### src/dams_pkg.sv
// Shared constants, types and helpers for the DRAM address map block
package dams_pkg;

  // Sizes of buses and tables
  localparam int ROWS    = 8;   // DRAM rows held in the map
  localparam int AW      = 32;  // Host address width
  localparam int MW      = 14;  // Multiplexed DRAM address width
  localparam int DAT_W   = 32;  // Register data width
  localparam int BE_W    = 4;   // Register byte lanes
  localparam int ADR_W   = 6;   // Register byte address width
  localparam int CFG_W   = 14;  // Used bits of a row word
  localparam int MBW     = 11;  // Width of an address in 1MB units
  localparam int MB_LSB  = 20;  // Host bit of 1MB granularity
  localparam int WORD_LSB = 2;  // Byte address to word index

  // Register byte offsets
  localparam logic [ADR_W-1:0] OFS_ROW0   = 6'h00;  // First row word
  localparam logic [ADR_W-1:0] OFS_CTRL   = 6'h20;  // Control word
  localparam logic [ADR_W-1:0] OFS_STAT   = 6'h24;  // Status word
  localparam logic [ADR_W-1:0] ALIGN_MASK = 6'h03;  // Low byte bits

  // Field positions and masks
  localparam logic [DAT_W-1:0] CFG_MASK = 32'h0000_3FF7;  // Writable row bits
  localparam int CTRL_DET  = 0;  // Mapping detection enable
  localparam int STAT_HIT  = 0;  // Last cycle hit a row
  localparam int STAT_IDX  = 1;  // Last row index, three bits
  localparam int STAT_MISS = 4;  // Sticky miss flag

  // Host bits that feed bank_pick
  localparam int BK_HI = 24;  // Upper bank select bit
  localparam int BK_LO = 23;  // Lower bank select bit

  // Organisation codes
  localparam logic [1:0] ROWB_12 = 2'h2;  // Twelve row bits
  localparam logic [1:0] COLB_8  = 2'h0;  // Eight column bits
  localparam logic [1:0] COLB_9  = 2'h1;  // Nine column bits
  localparam logic [2:0] SIZE_NONE = 3'h0;  // Empty row

  // Translation modes
  typedef enum logic [1:0] {
    MAP_STD  = 2'b00,
    MAP_M64  = 2'b01,
    MAP_ASYM = 2'b10
  } dams_map_e;

  // Bank select placements
  typedef enum logic [1:0] {
    BK_NONE  = 2'b00,
    BK_13    = 2'b01,
    BK_12_11 = 2'b10,
    BK_13_12 = 2'b11
  } dams_bank_e;

  // One row configuration word
  typedef struct packed {
    logic [1:0] cb;    // Column bits minus eight
    logic [1:0] rb;    // Row bits minus ten
    logic       w32;   // 32-bit populated row
    logic       m64;   // 64-Mbit parts present
    dams_bank_e bank;  // Bank select placement
    dams_map_e  map;   // Translation mode
    logic       rsv;   // Reserved, reads zero
    logic [2:0] size;  // Row size code
  } dams_cfg_s;

  localparam dams_cfg_s ROW_RST = '0;  // Row word after reset

  // Row size in MB: code 1 is 2MB up to code 7 at 128MB
  function automatic logic [MBW-1:0] size_mb(input logic [2:0] code);
    return (code == SIZE_NONE) ? '0 : (MBW'(1) << code);
  endfunction

endpackage

### src/dams_xlat_if.sv
// Carrier between the top level and the address translator
`timescale 1ns/1ns
interface dams_xlat_if;
  import dams_pkg::*;
  logic [AW-1:0] host_addr;  // Host address of the cycle
  logic          col_phase;  // High in column phase
  dams_cfg_s     cfg;        // Config of the selected row
  logic          force_det;  // Mapping detection active
  logic [MW-1:0] mux_addr;   // Translated DRAM address
  logic          asym_ok;    // Asymmetric translation in use
  modport drv (output host_addr, col_phase, cfg, force_det, input mux_addr, asym_ok);
  modport xl (input host_addr, col_phase, cfg, force_det, output mux_addr, asym_ok);
endinterface

### src/dams_top.sv
// Top level: row map registers, row decode and DRAM address output
//
// The implementer's own choices: the Avalon-MM interface to the registers and the register offsets.
`timescale 1ns/1ns
module dams_top
  import dams_pkg::*;
#(
  parameter int NROW = ROWS  // Rows in the map, at most eight
) (
  input  wire logic              ref_clk_in,           // 20 MHz clock
  input  wire logic              reset_n_in,           // Sync reset, low
  input  wire logic [ADR_W-1:0]  avs_address_in,       // Byte address
  input  wire logic              avs_read_in,          // Read request
  input  wire logic              avs_write_in,         // Write request
  input  wire logic [DAT_W-1:0]  avs_writedata_in,     // Write data
  input  wire logic [BE_W-1:0]   avs_byteenable_in,    // Byte lanes
  output logic [DAT_W-1:0]       avs_readdata_out,     // Read data
  output logic                   avs_waitrequest_out,  // Stall
  input  wire logic              host_cycle_in,        // Memory cycle
  input  wire logic [AW-1:0]     host_addr_in,         // Host address
  input  wire logic              col_phase_in,         // Column phase
  output logic [MW-1:0]          dram_mux_addr_out,    // DRAM address
  output logic                   mux_valid_out,        // Address valid
  output logic [2:0]             row_sel_out,          // Selected row
  output logic                   row_hit_out,          // Row was found
  output logic                   det_mode_out          // Detection on
);

  localparam int IDXW = $clog2(ROWS);  // Row index width

  //////////////////////////////////////////////////////////////////
  // Declarations
  //////////////////////////////////////////////////////////////////

  // Bus handshake states
  typedef enum logic {
    BUS_IDLE = 1'b0,
    BUS_ACK  = 1'b1
  } dams_bus_e;

  dams_bus_e             bus_st;       // Bus state
  dams_bus_e             next_bus_st;  // Next bus state
  dams_cfg_s [NROW-1:0]  cfg_q;        // Row words
  logic                  det_en;       // Mapping detection enable
  logic                  stat_hit;     // Last cycle hit
  logic [IDXW-1:0]       stat_idx;     // Last row index
  logic                  stat_miss;    // Sticky miss flag
  logic                  next_miss;    // Next miss flag
  logic [DAT_W-1:0]      rd_data;      // Registered read data
  logic [DAT_W-1:0]      next_rd;      // Read data to capture
  logic                  bus_req;      // Read or write pending
  logic                  in_ack;       // Answer cycle
  logic                  wr_commit;    // Write takes effect
  logic                  aligned;      // Word aligned address
  logic                  sel_row;      // Row word addressed
  logic                  sel_ctrl;     // Control word addressed
  logic                  sel_stat;     // Status word addressed
  logic [IDXW-1:0]       row_widx;     // Row word index
  logic [DAT_W-1:0]      row_word;     // Row word, padded
  logic [DAT_W-1:0]      ctrl_word;    // Control word
  logic [DAT_W-1:0]      stat_word;    // Status word
  logic [DAT_W-1:0]      row_new;      // Row word after write
  logic [DAT_W-1:0]      ctrl_new;     // Control after write
  logic                  miss_set;     // Cycle found no row
  logic                  miss_clr;     // Software clears miss
  logic                  dec_hit;      // Decoder hit
  logic [IDXW-1:0]       dec_idx;      // Decoder row index
  logic [MW-1:0]         mux_q;        // Registered DRAM address
  logic                  mux_vld;      // Registered valid
  logic [IDXW-1:0]       row_sel_q;    // Registered row
  logic                  row_hit_q;    // Registered hit

  // Merges write data into a word by byte lane
  function automatic logic [DAT_W-1:0] be_merge(input logic [DAT_W-1:0] old,
                                                input logic [DAT_W-1:0] wd,
                                                input logic [BE_W-1:0] be);
    logic [DAT_W-1:0] r;
    r = old;
    for (int b = 0; b < BE_W; b++) begin
      if (be[b]) begin
        r[b*8 +: 8] = wd[b*8 +: 8];
      end
    end
    return r;
  endfunction

  //////////////////////////////////////////////////////////////////
  // Avalon-MM slave
  //////////////////////////////////////////////////////////////////

  // Handshake: one wait cycle, then the answer
  assign bus_req             = avs_read_in | avs_write_in;
  assign in_ack              = (bus_st == BUS_ACK);
  assign avs_waitrequest_out = bus_req & ~in_ack;
  assign next_bus_st         = (bus_req && !in_ack) ? BUS_ACK : BUS_IDLE;
  assign wr_commit           = in_ack & avs_write_in;

  // Address decode
  assign aligned  = ((avs_address_in & ALIGN_MASK) == '0);
  assign sel_row  = aligned && (avs_address_in >= OFS_ROW0)
                    && (avs_address_in < OFS_CTRL);
  assign sel_ctrl = aligned && (avs_address_in == OFS_CTRL);
  assign sel_stat = aligned && (avs_address_in == OFS_STAT);
  assign row_widx = avs_address_in[WORD_LSB +: IDXW];

  // Readable words, unused bits read zero
  assign row_word  = {{(DAT_W-CFG_W){1'b0}}, cfg_q[row_widx]};
  assign ctrl_word = {{(DAT_W-1){1'b0}}, det_en};
  assign stat_word = {{(DAT_W-IDXW-2){1'b0}}, stat_miss, stat_idx, stat_hit};

  // Read selection, unmapped addresses read zero
  assign next_rd = sel_row  ? row_word  :
                   sel_ctrl ? ctrl_word :
                   sel_stat ? stat_word : '0;

  // Write merging; reserved row bits stay zero
  assign row_new  = be_merge(row_word, avs_writedata_in, avs_byteenable_in) & CFG_MASK;
  assign ctrl_new = be_merge(ctrl_word, avs_writedata_in, avs_byteenable_in);

  // Bus state register
  always_ff @(posedge ref_clk_in) begin
    if (!reset_n_in) begin
      bus_st <= BUS_IDLE;
    end else begin
      bus_st <= next_bus_st;
    end
  end

  // Read data captured as the answer cycle begins
  always_ff @(posedge ref_clk_in) begin
    if (!reset_n_in) begin
      rd_data <= '0;
    end else if (bus_req && !in_ack) begin
      rd_data <= next_rd;
    end
  end

  assign avs_readdata_out = rd_data;

  // Row words, programmed by software once sized
  always_ff @(posedge ref_clk_in) begin
    if (!reset_n_in) begin
      cfg_q <= {NROW{ROW_RST}};
    end else if (wr_commit && sel_row) begin
      cfg_q[row_widx] <= dams_cfg_s'(row_new[CFG_W-1:0]);
    end
  end

  // Detection enable
  always_ff @(posedge ref_clk_in) begin
    if (!reset_n_in) begin
      det_en <= 1'b0;
    end else if (wr_commit && sel_ctrl) begin
      det_en <= ctrl_new[CTRL_DET];
    end
  end

  assign det_mode_out = det_en;

  //////////////////////////////////////////////////////////////////
  // Row decode and address translation
  //////////////////////////////////////////////////////////////////

  dams_xlat_if xl_if ();  // Link to the translator

  // Finds the row of the current host cycle
  dams_rowdec #(
    .NROW (NROW),
    .IDXW (IDXW)
  ) u_rowdec (
    .cfg_in  (cfg_q),
    .addr_in (host_addr_in),
    .hit_out (dec_hit),
    .idx_out (dec_idx)
  );

  // Translator sees only the selected row's word
  assign xl_if.host_addr = host_addr_in;
  assign xl_if.col_phase = col_phase_in;
  assign xl_if.cfg       = cfg_q[dec_idx];
  assign xl_if.force_det = det_en;

  dams_mux u_mux (
    .x (xl_if)
  );

  // Output address and row, held between host cycles
  always_ff @(posedge ref_clk_in) begin
    if (!reset_n_in) begin
      mux_q     <= '0;
      mux_vld   <= 1'b0;
      row_sel_q <= '0;
      row_hit_q <= 1'b0;
    end else begin
      mux_vld <= host_cycle_in;
      if (host_cycle_in) begin
        mux_q     <= xl_if.mux_addr;
        row_sel_q <= dec_idx;
        row_hit_q <= dec_hit;
      end
    end
  end

  assign dram_mux_addr_out = mux_q;
  assign mux_valid_out     = mux_vld;
  assign row_sel_out       = row_sel_q;
  assign row_hit_out       = row_hit_q;

  //////////////////////////////////////////////////////////////////
  // Status
  //////////////////////////////////////////////////////////////////

  // Miss flag: a new miss wins over a clear
  assign miss_set  = host_cycle_in & ~dec_hit;
  assign miss_clr  = wr_commit & sel_stat & avs_byteenable_in[0]
                     & avs_writedata_in[STAT_MISS];
  assign next_miss = miss_set | (stat_miss & ~miss_clr);

  // Last cycle result and sticky miss
  always_ff @(posedge ref_clk_in) begin
    if (!reset_n_in) begin
      stat_hit  <= 1'b0;
      stat_idx  <= '0;
      stat_miss <= 1'b0;
    end else begin
      stat_miss <= next_miss;
      if (host_cycle_in) begin
        stat_hit <= dec_hit;
        stat_idx <= dec_idx;
      end
    end
  end

  logic [AW-1:0] ha_d;    // Host address one cycle back
  logic          m64_d;   // 64-Mbit choice one cycle back
  logic          bk11_d;  // Bank bits on line 11 last cycle
  logic          cur_m64;  // 64-Mbit choice of this cycle

  assign cur_m64 = det_en || (xl_if.cfg.map == MAP_M64) || xl_if.cfg.m64;

  // Helper history for the address checks
  always_ff @(posedge ref_clk_in) begin
    ha_d   <= host_addr_in;
    m64_d  <= cur_m64;
    bk11_d <= !det_en && (xl_if.cfg.bank == BK_12_11);
  end
endmodule

### src/dams_rowdec.sv
// Row decoder: finds the DRAM row that holds a host address
`timescale 1ns/1ns
module dams_rowdec
  import dams_pkg::*;
#(
  parameter int NROW = ROWS,            // Rows in the map
  parameter int IDXW = $clog2(ROWS)     // Row index width
) (
  input  wire dams_cfg_s [NROW-1:0] cfg_in,   // All row words
  input  wire logic [AW-1:0]        addr_in,  // Host address
  output logic                      hit_out,  // Address in a row
  output logic [IDXW-1:0]           idx_out   // Row that holds it
);

  logic [MBW-1:0] mb_addr;  // Address in 1MB units
  assign mb_addr = addr_in[MB_LSB +: MBW];

  // Rows stack from row 0 upward, each at its own size
  always_comb begin
    logic [MBW:0] base;
    logic [MBW:0] top;
    base    = '0;
    top     = '0;
    hit_out = 1'b0;
    idx_out = '0;
    for (int i = 0; i < NROW; i++) begin
      top = base + {1'b0, size_mb(cfg_in[i].size)};
      if (!hit_out && !addr_in[AW-1] && ({1'b0, mb_addr} >= base)
          && ({1'b0, mb_addr} < top)) begin
        hit_out = 1'b1;
        idx_out = IDXW'(i);
      end
      base = top;
    end
  end

endmodule

### src/dams_mux.sv
// Row and column address multiplexer for one DRAM row
`timescale 1ns/1ns
module dams_mux
  import dams_pkg::*;
(
  dams_xlat_if.xl x  // Address, phase and row config in
);

  logic [AW-1:0] ha;         // Host address
  logic          asym_org;   // Organisation allows asymmetric map
  logic          use_asym;   // Asymmetric map chosen
  logic          m64;        // 64-Mbit row bit choice
  dams_map_e     map_eff;    // Mode after detection override
  dams_bank_e    bank_eff;   // Bank placement after override
  logic [MW-1:0] std_row;    // Standard row phase
  logic [MW-1:0] std_col;    // Standard column phase
  logic [MW-1:0] asy_row;    // Asymmetric row phase
  logic [MW-1:0] asy_col;    // Asymmetric column phase
  logic [MW-1:0] base_addr;  // Address before bank bits

  // Places bank_pick bits onto the upper address lines
  function automatic logic [MW-1:0] bank_ovl(input logic [MW-1:0] a,
                                             input dams_bank_e b,
                                             input logic hi, input logic lo);
    logic [MW-1:0] r;
    r = a;
    case (b)
      BK_13: r[13] = lo;
      BK_13_12: begin
        r[13] = hi;
        r[12] = lo;
      end
      BK_12_11: begin
        r[12] = hi;
        r[11] = lo;
      end
      default: r = a;
    endcase
    return r;
  endfunction

  assign ha = x.host_addr;
  // Detection forces 64-Mbit map with bank select on 13:12
  assign map_eff  = x.force_det ? MAP_M64 : x.cfg.map;
  assign bank_eff = x.force_det ? BK_13_12 : x.cfg.bank;
  assign m64      = (map_eff == MAP_M64) || x.cfg.m64;
  // Asymmetric map only for 12 row bits with 8 or 9 columns
  assign asym_org = (x.cfg.rb == ROWB_12) && ((x.cfg.cb == COLB_8) || (x.cfg.cb == COLB_9));
  assign use_asym = (map_eff == MAP_ASYM) && asym_org;
  // Standard phases
  assign std_row = {2'b00, m64 ? ha[25] : ha[24], ha[23], ha[21], ha[20:12]};
  assign std_col = {2'b00, ha[26], ha[24], ha[22], ha[11:3]};
  // Asymmetric phases
  assign asy_row = {2'b00, ha[22], ha[21], ha[11], ha[20:12]};
  assign asy_col = {2'b00, ha[23], ha[10:0]};
  assign base_addr = use_asym ? (x.col_phase ? asy_col : asy_row)
                              : (x.col_phase ? std_col : std_row);
  assign x.mux_addr = bank_ovl(base_addr, bank_eff, ha[BK_HI], ha[BK_LO]);
  assign x.asym_ok  = use_asym;

endmodule

### config.mk
export PLATFORM = sky130hd
export DESIGN_NAME = dams_top
export DESIGN_NICKNAME = d
export VERILOG_FILES = /design/src/dams_pkg.sv /design/src/dams_xlat_if.sv /design/src/dams_top.sv /design/src/dams_rowdec.sv /design/src/dams_mux.sv
export SDC_FILE = /design/constraint.sdc
export NUM_CORES = 1
export LEC_CHECK = 0
export BUFFER_PORTS_ARGS = -buffer_cell sky130_fd_sc_hd__buf_2
export CORE_UTILIZATION = 58
export DETAILED_ROUTE_END_ITERATION = 12
export GPL_ROUTABILITY_DRIVEN = 0
export PLACE_DENSITY = 0.79
export SYNTH_ARGS = -nofsm -noshare
export SYNTH_HDL_FRONTEND = slang
export SYNTH_HIERARCHICAL = 1
export SYNTH_SLANG_ARGS = --single-unit
### constraint.sdc
create_clock -name ref_clk_in -period 13.45 [get_ports ref_clk_in]
set_input_delay 3.3625 -clock ref_clk_in [delete_from_list [all_inputs] [get_ports ref_clk_in]]
set_output_delay 3.3625 -clock ref_clk_in [all_outputs]
set_load 0.02 [all_outputs]
==> load_flow_metrics.sql <==
INSERT INTO impl_metrics (metric_group, metric, value, unit) VALUES
('worst_setup_path', 'worstPathArrival', '11.85', 'ns'),
('pwr', 'p_seq_share', '41.6', '%'),
('clock_network', 'post-cts-setup-buffer-count', '0', ''),
('floorplan', 'die_width', '151.9', 'um'),
('floorplan', 'rows', '54', ''),
('run_status', 'status', 'completed', ''),
('sta', 'worst_hold_margin', '0.4629', 'ns'),
('layout', 'regArea', '2803', 'um2'),
('pwr', 'pwr-share-comb', '13.6', '%'),
('floorplan', 'floorplan.core_area', '21890', 'um2'),
('layout', 'drive_above_1_share', '17.67', '%'),
('worst_hold_path', 'hold_path.class', 'reg -> reg', ''),
('layout', 'final-instance-count-excl-fill', '1740', ''),
('sta', 'finalSetupViolations', '0', ''),
('sta', 'finalHoldViolCount', '0', ''),
('worst_setup_path', 'path_depth', '48', ''),
('clock_network', 'clk-insertion-delay-late', '0.43', 'ns'),
('clock_network', 'cts_root_buf', 'sky130_fd_sc_hd__clkbuf_16', ''),
('layout', 'final_antenna_diode_count', '0', ''),
('layout', 'multi_input_area', '9295', 'um2'),
('floorplan', 'initial_utilization', '59.50', '%'),
('logic_synthesis', 'synth_cells', '1435', ''),
('sta', 'fmax', '86.52', 'MHz'),
('worst_hold_path', 'whs_path_depth', '1', ''),
('grt', 'number_of_antenna_violations_at_the_first_check_in_global_routing', '0', ''),
('routing', 'route.antenna.remaining_nets', '0', ''),
('placed_design', 'place.detailed.hpwl', '24940', 'um'),
('grt', 'grt_pass1_vias', '11430', ''),
('worst_setup_path', 'path_delay_family', 'compound AO/OA/AOI/OAI gates', ''),
('layout', 'final_net_count', '1648', ''),
('worst_setup_path', 'critPathCaptureType', 'register', ''),
('placed_design', 'placed_area', '13360', 'um2'),
('worst_setup_path', 'ff2ff_path_depth', '48', ''),
('pwr', 'switching_share', '28.78', '%'),
('clock_network', 'cts_resized', '0', ''),
('worst_setup_path', 'critical_path.slowest_cell', 'sky130_fd_sc_hd__and3b_1', ''),
('worst_setup_path', 'critical_path.most_common_cell', 'sky130_fd_sc_hd__ha_1', ''),
('sta', 'maxSlewHeadroom', '28.23', '%'),
('clock_network', 'tritoncts', 'yes', ''),
('worst_setup_path', 'required', '13.74', 'ns'),
('sta', 'maxSlewViolCount', '0', ''),
('sta', 'timing.final.crit_share', '85.94', '%'),
('logic_synthesis', 'yosys_warnings', '6', ''),
('floorplan', 'die_area', '23060', 'um2'),
('clock_network', 'cts_max_path_buffers', '2', ''),
('routing', 'dr.pass1.iters', '5', ''),
('routing', 'detail_route.drc_violations', '0', ''),
('grt', 'wire_length_of_the_first_global_routing_pass', '59680', 'um'),
('floorplan', 'die_y', '151.9', 'um'),
('worst_setup_path', 'crit_path_max_fanout', '17', ''),
('worst_setup_path', 'startpoint_kind_of_the_worst_setup_timing_path', 'register', ''),
('worst_setup_path', 'worst-setup-path-type', 'reg -> reg', ''),
('clock_network', 'clk_transition_reported_paths', '0.06', 'ns'),
('placed_design', 'io_buffer_count', '93', ''),
('grt', 'gr_overflow_total', '0', ''),
('pwr', 'leakage', '5.604', 'nW'),
('sta', 'setup_repair_after_global_routing_missed_its_margin', 'false', ''),
('routing', 'avgRoutedWirePerCell', '21.13', 'um'),
('grt', 'largest_net_degree_at_the_start_of_global_routing', '105', ''),
('layout', 'areaGrowthSynthToFinish', '6.907', '%'),
('clock_network', 'cts-buffers-inserted', '17', ''),
('worst_setup_path', 'startpoint_of_the_lowest_slack_register_to_register_path', 'cfg_q[1]', ''),
('pwr', 'peakVddDrop', '92.83', 'uV'),
('sta', 'fin_skew', '0.01053', 'ns'),
('sta', 'final_critical_path_required_period', '11.56', 'ns'),
('pwr', 'power_density', '72.72', 'nW/um2'),
('floorplan', 'io_pins', '133', ''),
('worst_hold_path', 'worstHoldEndpoint', 'avs_readdata_out[7]', ''),
('sta', 'worstMarginPinSlew', '1.068', 'ns'),
('routing', 'initialDrtViolationCount', '1310', ''),
('pwr', 'clock_power_share', '44.8', '%');
-- metal layers --
metal	global-route usage (%)	wire length (um)
met1	40.55	14810
met2	52.47	17470
met3	6.161	3168
met4	12.81	1319
met5	0	0
-- stage by stage --
step	utilization (%)	power, W
6_report	63.61	0.001013
5_1_grt	63.61	0.001046
4_1_cts	63.61	0.001010
3_5_place_dp	61.05	0.0005650
3_3_place_gp	61.05	0.0005622
2_1_floorplan	-	0.0005275
-- worst register-to-register path, delay by kind of cell (launching register included) --
| kind | cells | cell delay [ns] |
|---|---|---|
| AOI/OAI and AO/OA | 13 | 3.22 |
| xor gates and xnor gates | 6 | 1.30 |
| adders and majority gates | 5 | 1.53 |
| buffers and inverters | 6 | 0.91 |
| DFF | 1 | 0.52 |
| muxes | 4 | 1.40 |
| and+or+nand+nor | 14 | 2.55 |
-- final cells by class --
| class | count | share of cell area, % |
|---|---|---|
| multi-input combinational | 1093 | 66.75 |
| clock buffer | 18 | 3.082 |
| sequential | 140 | 20.13 |
| inverter | 86 | 2.336 |
| clock inverter | 14 | 0.9435 |
| timing repair buffer | 109 | 4.241 |
| tap | 280 | 2.516 |
-- power by group through the flow --
| stage | Clock, W | Combinational (W) | Sequential [W] |
|---|---|---|---|
| after floorplan | 0 | 0.0000932 | 0.000434 |
| after global placement | 0 | 0.000132 | 0.000430 |
| after detailed placement | 0 | 0.000134 | 0.000431 |
| after CTS | 0.000454 | 0.000135 | 0.000422 |
| after global routing | 0.000475 | 0.000148 | 0.000422 |
| final | 0.000453 | 0.000138 | 0.000422 |
-- how the worst max path moves through the flow --
| stage | start | endpoint | slack, ns |
|---|---|---|---|
| after CTS | cfg_q[1] | dram_mux_addr_out[10] | 2.09 |
| after detailed placement | cfg_q[1] | dram_mux_addr_out[10] | 2.12 |
| after global routing | cfg_q[1] | dram_mux_addr_out[6] | 1.04 |
| final | cfg_q[1] | dram_mux_addr_out[6] | 1.89 |
| after global placement | cfg_q[1] | dram_mux_addr_out[9] | 2.38 |
| after floorplan | cfg_q[1] | dram_mux_addr_out[10] | 3.49 |
-- placed cells by master, fill, tap and decap left out, types with 8 or more instances in the layout --
master                      count
sky130_fd_sc_hd__xor2_1        16
sky130_fd_sc_hd__ha_1         114
sky130_fd_sc_hd__and3b_1       12
sky130_fd_sc_hd__nand2_1      110
sky130_fd_sc_hd__a21oi_1       54
sky130_fd_sc_hd__buf_4         18
sky130_fd_sc_hd__mux2i_1       27
sky130_fd_sc_hd__nand3_1       17
sky130_fd_sc_hd__nand2b_1      16
sky130_fd_sc_hd__dfxtp_1      140
sky130_fd_sc_hd__xnor2_1       33
sky130_fd_sc_hd__o21bai_1      11
sky130_fd_sc_hd__o211ai_1      31
sky130_fd_sc_hd__o21ai_0       25
sky130_fd_sc_hd__nor2_1        64
sky130_fd_sc_hd__o311ai_0      26
sky130_fd_sc_hd__o21a_1        12
sky130_fd_sc_hd__conb_1        18
sky130_fd_sc_hd__buf_2         91
sky130_fd_sc_hd__nor3b_1       16
sky130_fd_sc_hd__mux2_2        10
sky130_fd_sc_hd__clkbuf_16     17
sky130_fd_sc_hd__mux2i_4       13
sky130_fd_sc_hd__mux4_1        15
sky130_fd_sc_hd__nand4_1      127
sky130_fd_sc_hd__nor2b_1       20
sky130_fd_sc_hd__o221ai_1      83
sky130_fd_sc_hd__inv_1         83
sky130_fd_sc_hd__nor3_1         8
sky130_fd_sc_hd__a21o_1        19
sky130_fd_sc_hd__and3_1        19
sky130_fd_sc_hd__mux4_2        29
-- flip-flops by register name (all words and copies together), names as in the netlist --
signal,flops
row_hit_out,1
stat_miss,1
avs_readdata_out,14
det_mode_out,1
mux_valid_out,1
dram_mux_addr_out,14
bus_st,1
cfg_q,104
row_sel_out,3
No activity file was read; power rests on OpenSTA's default activity.
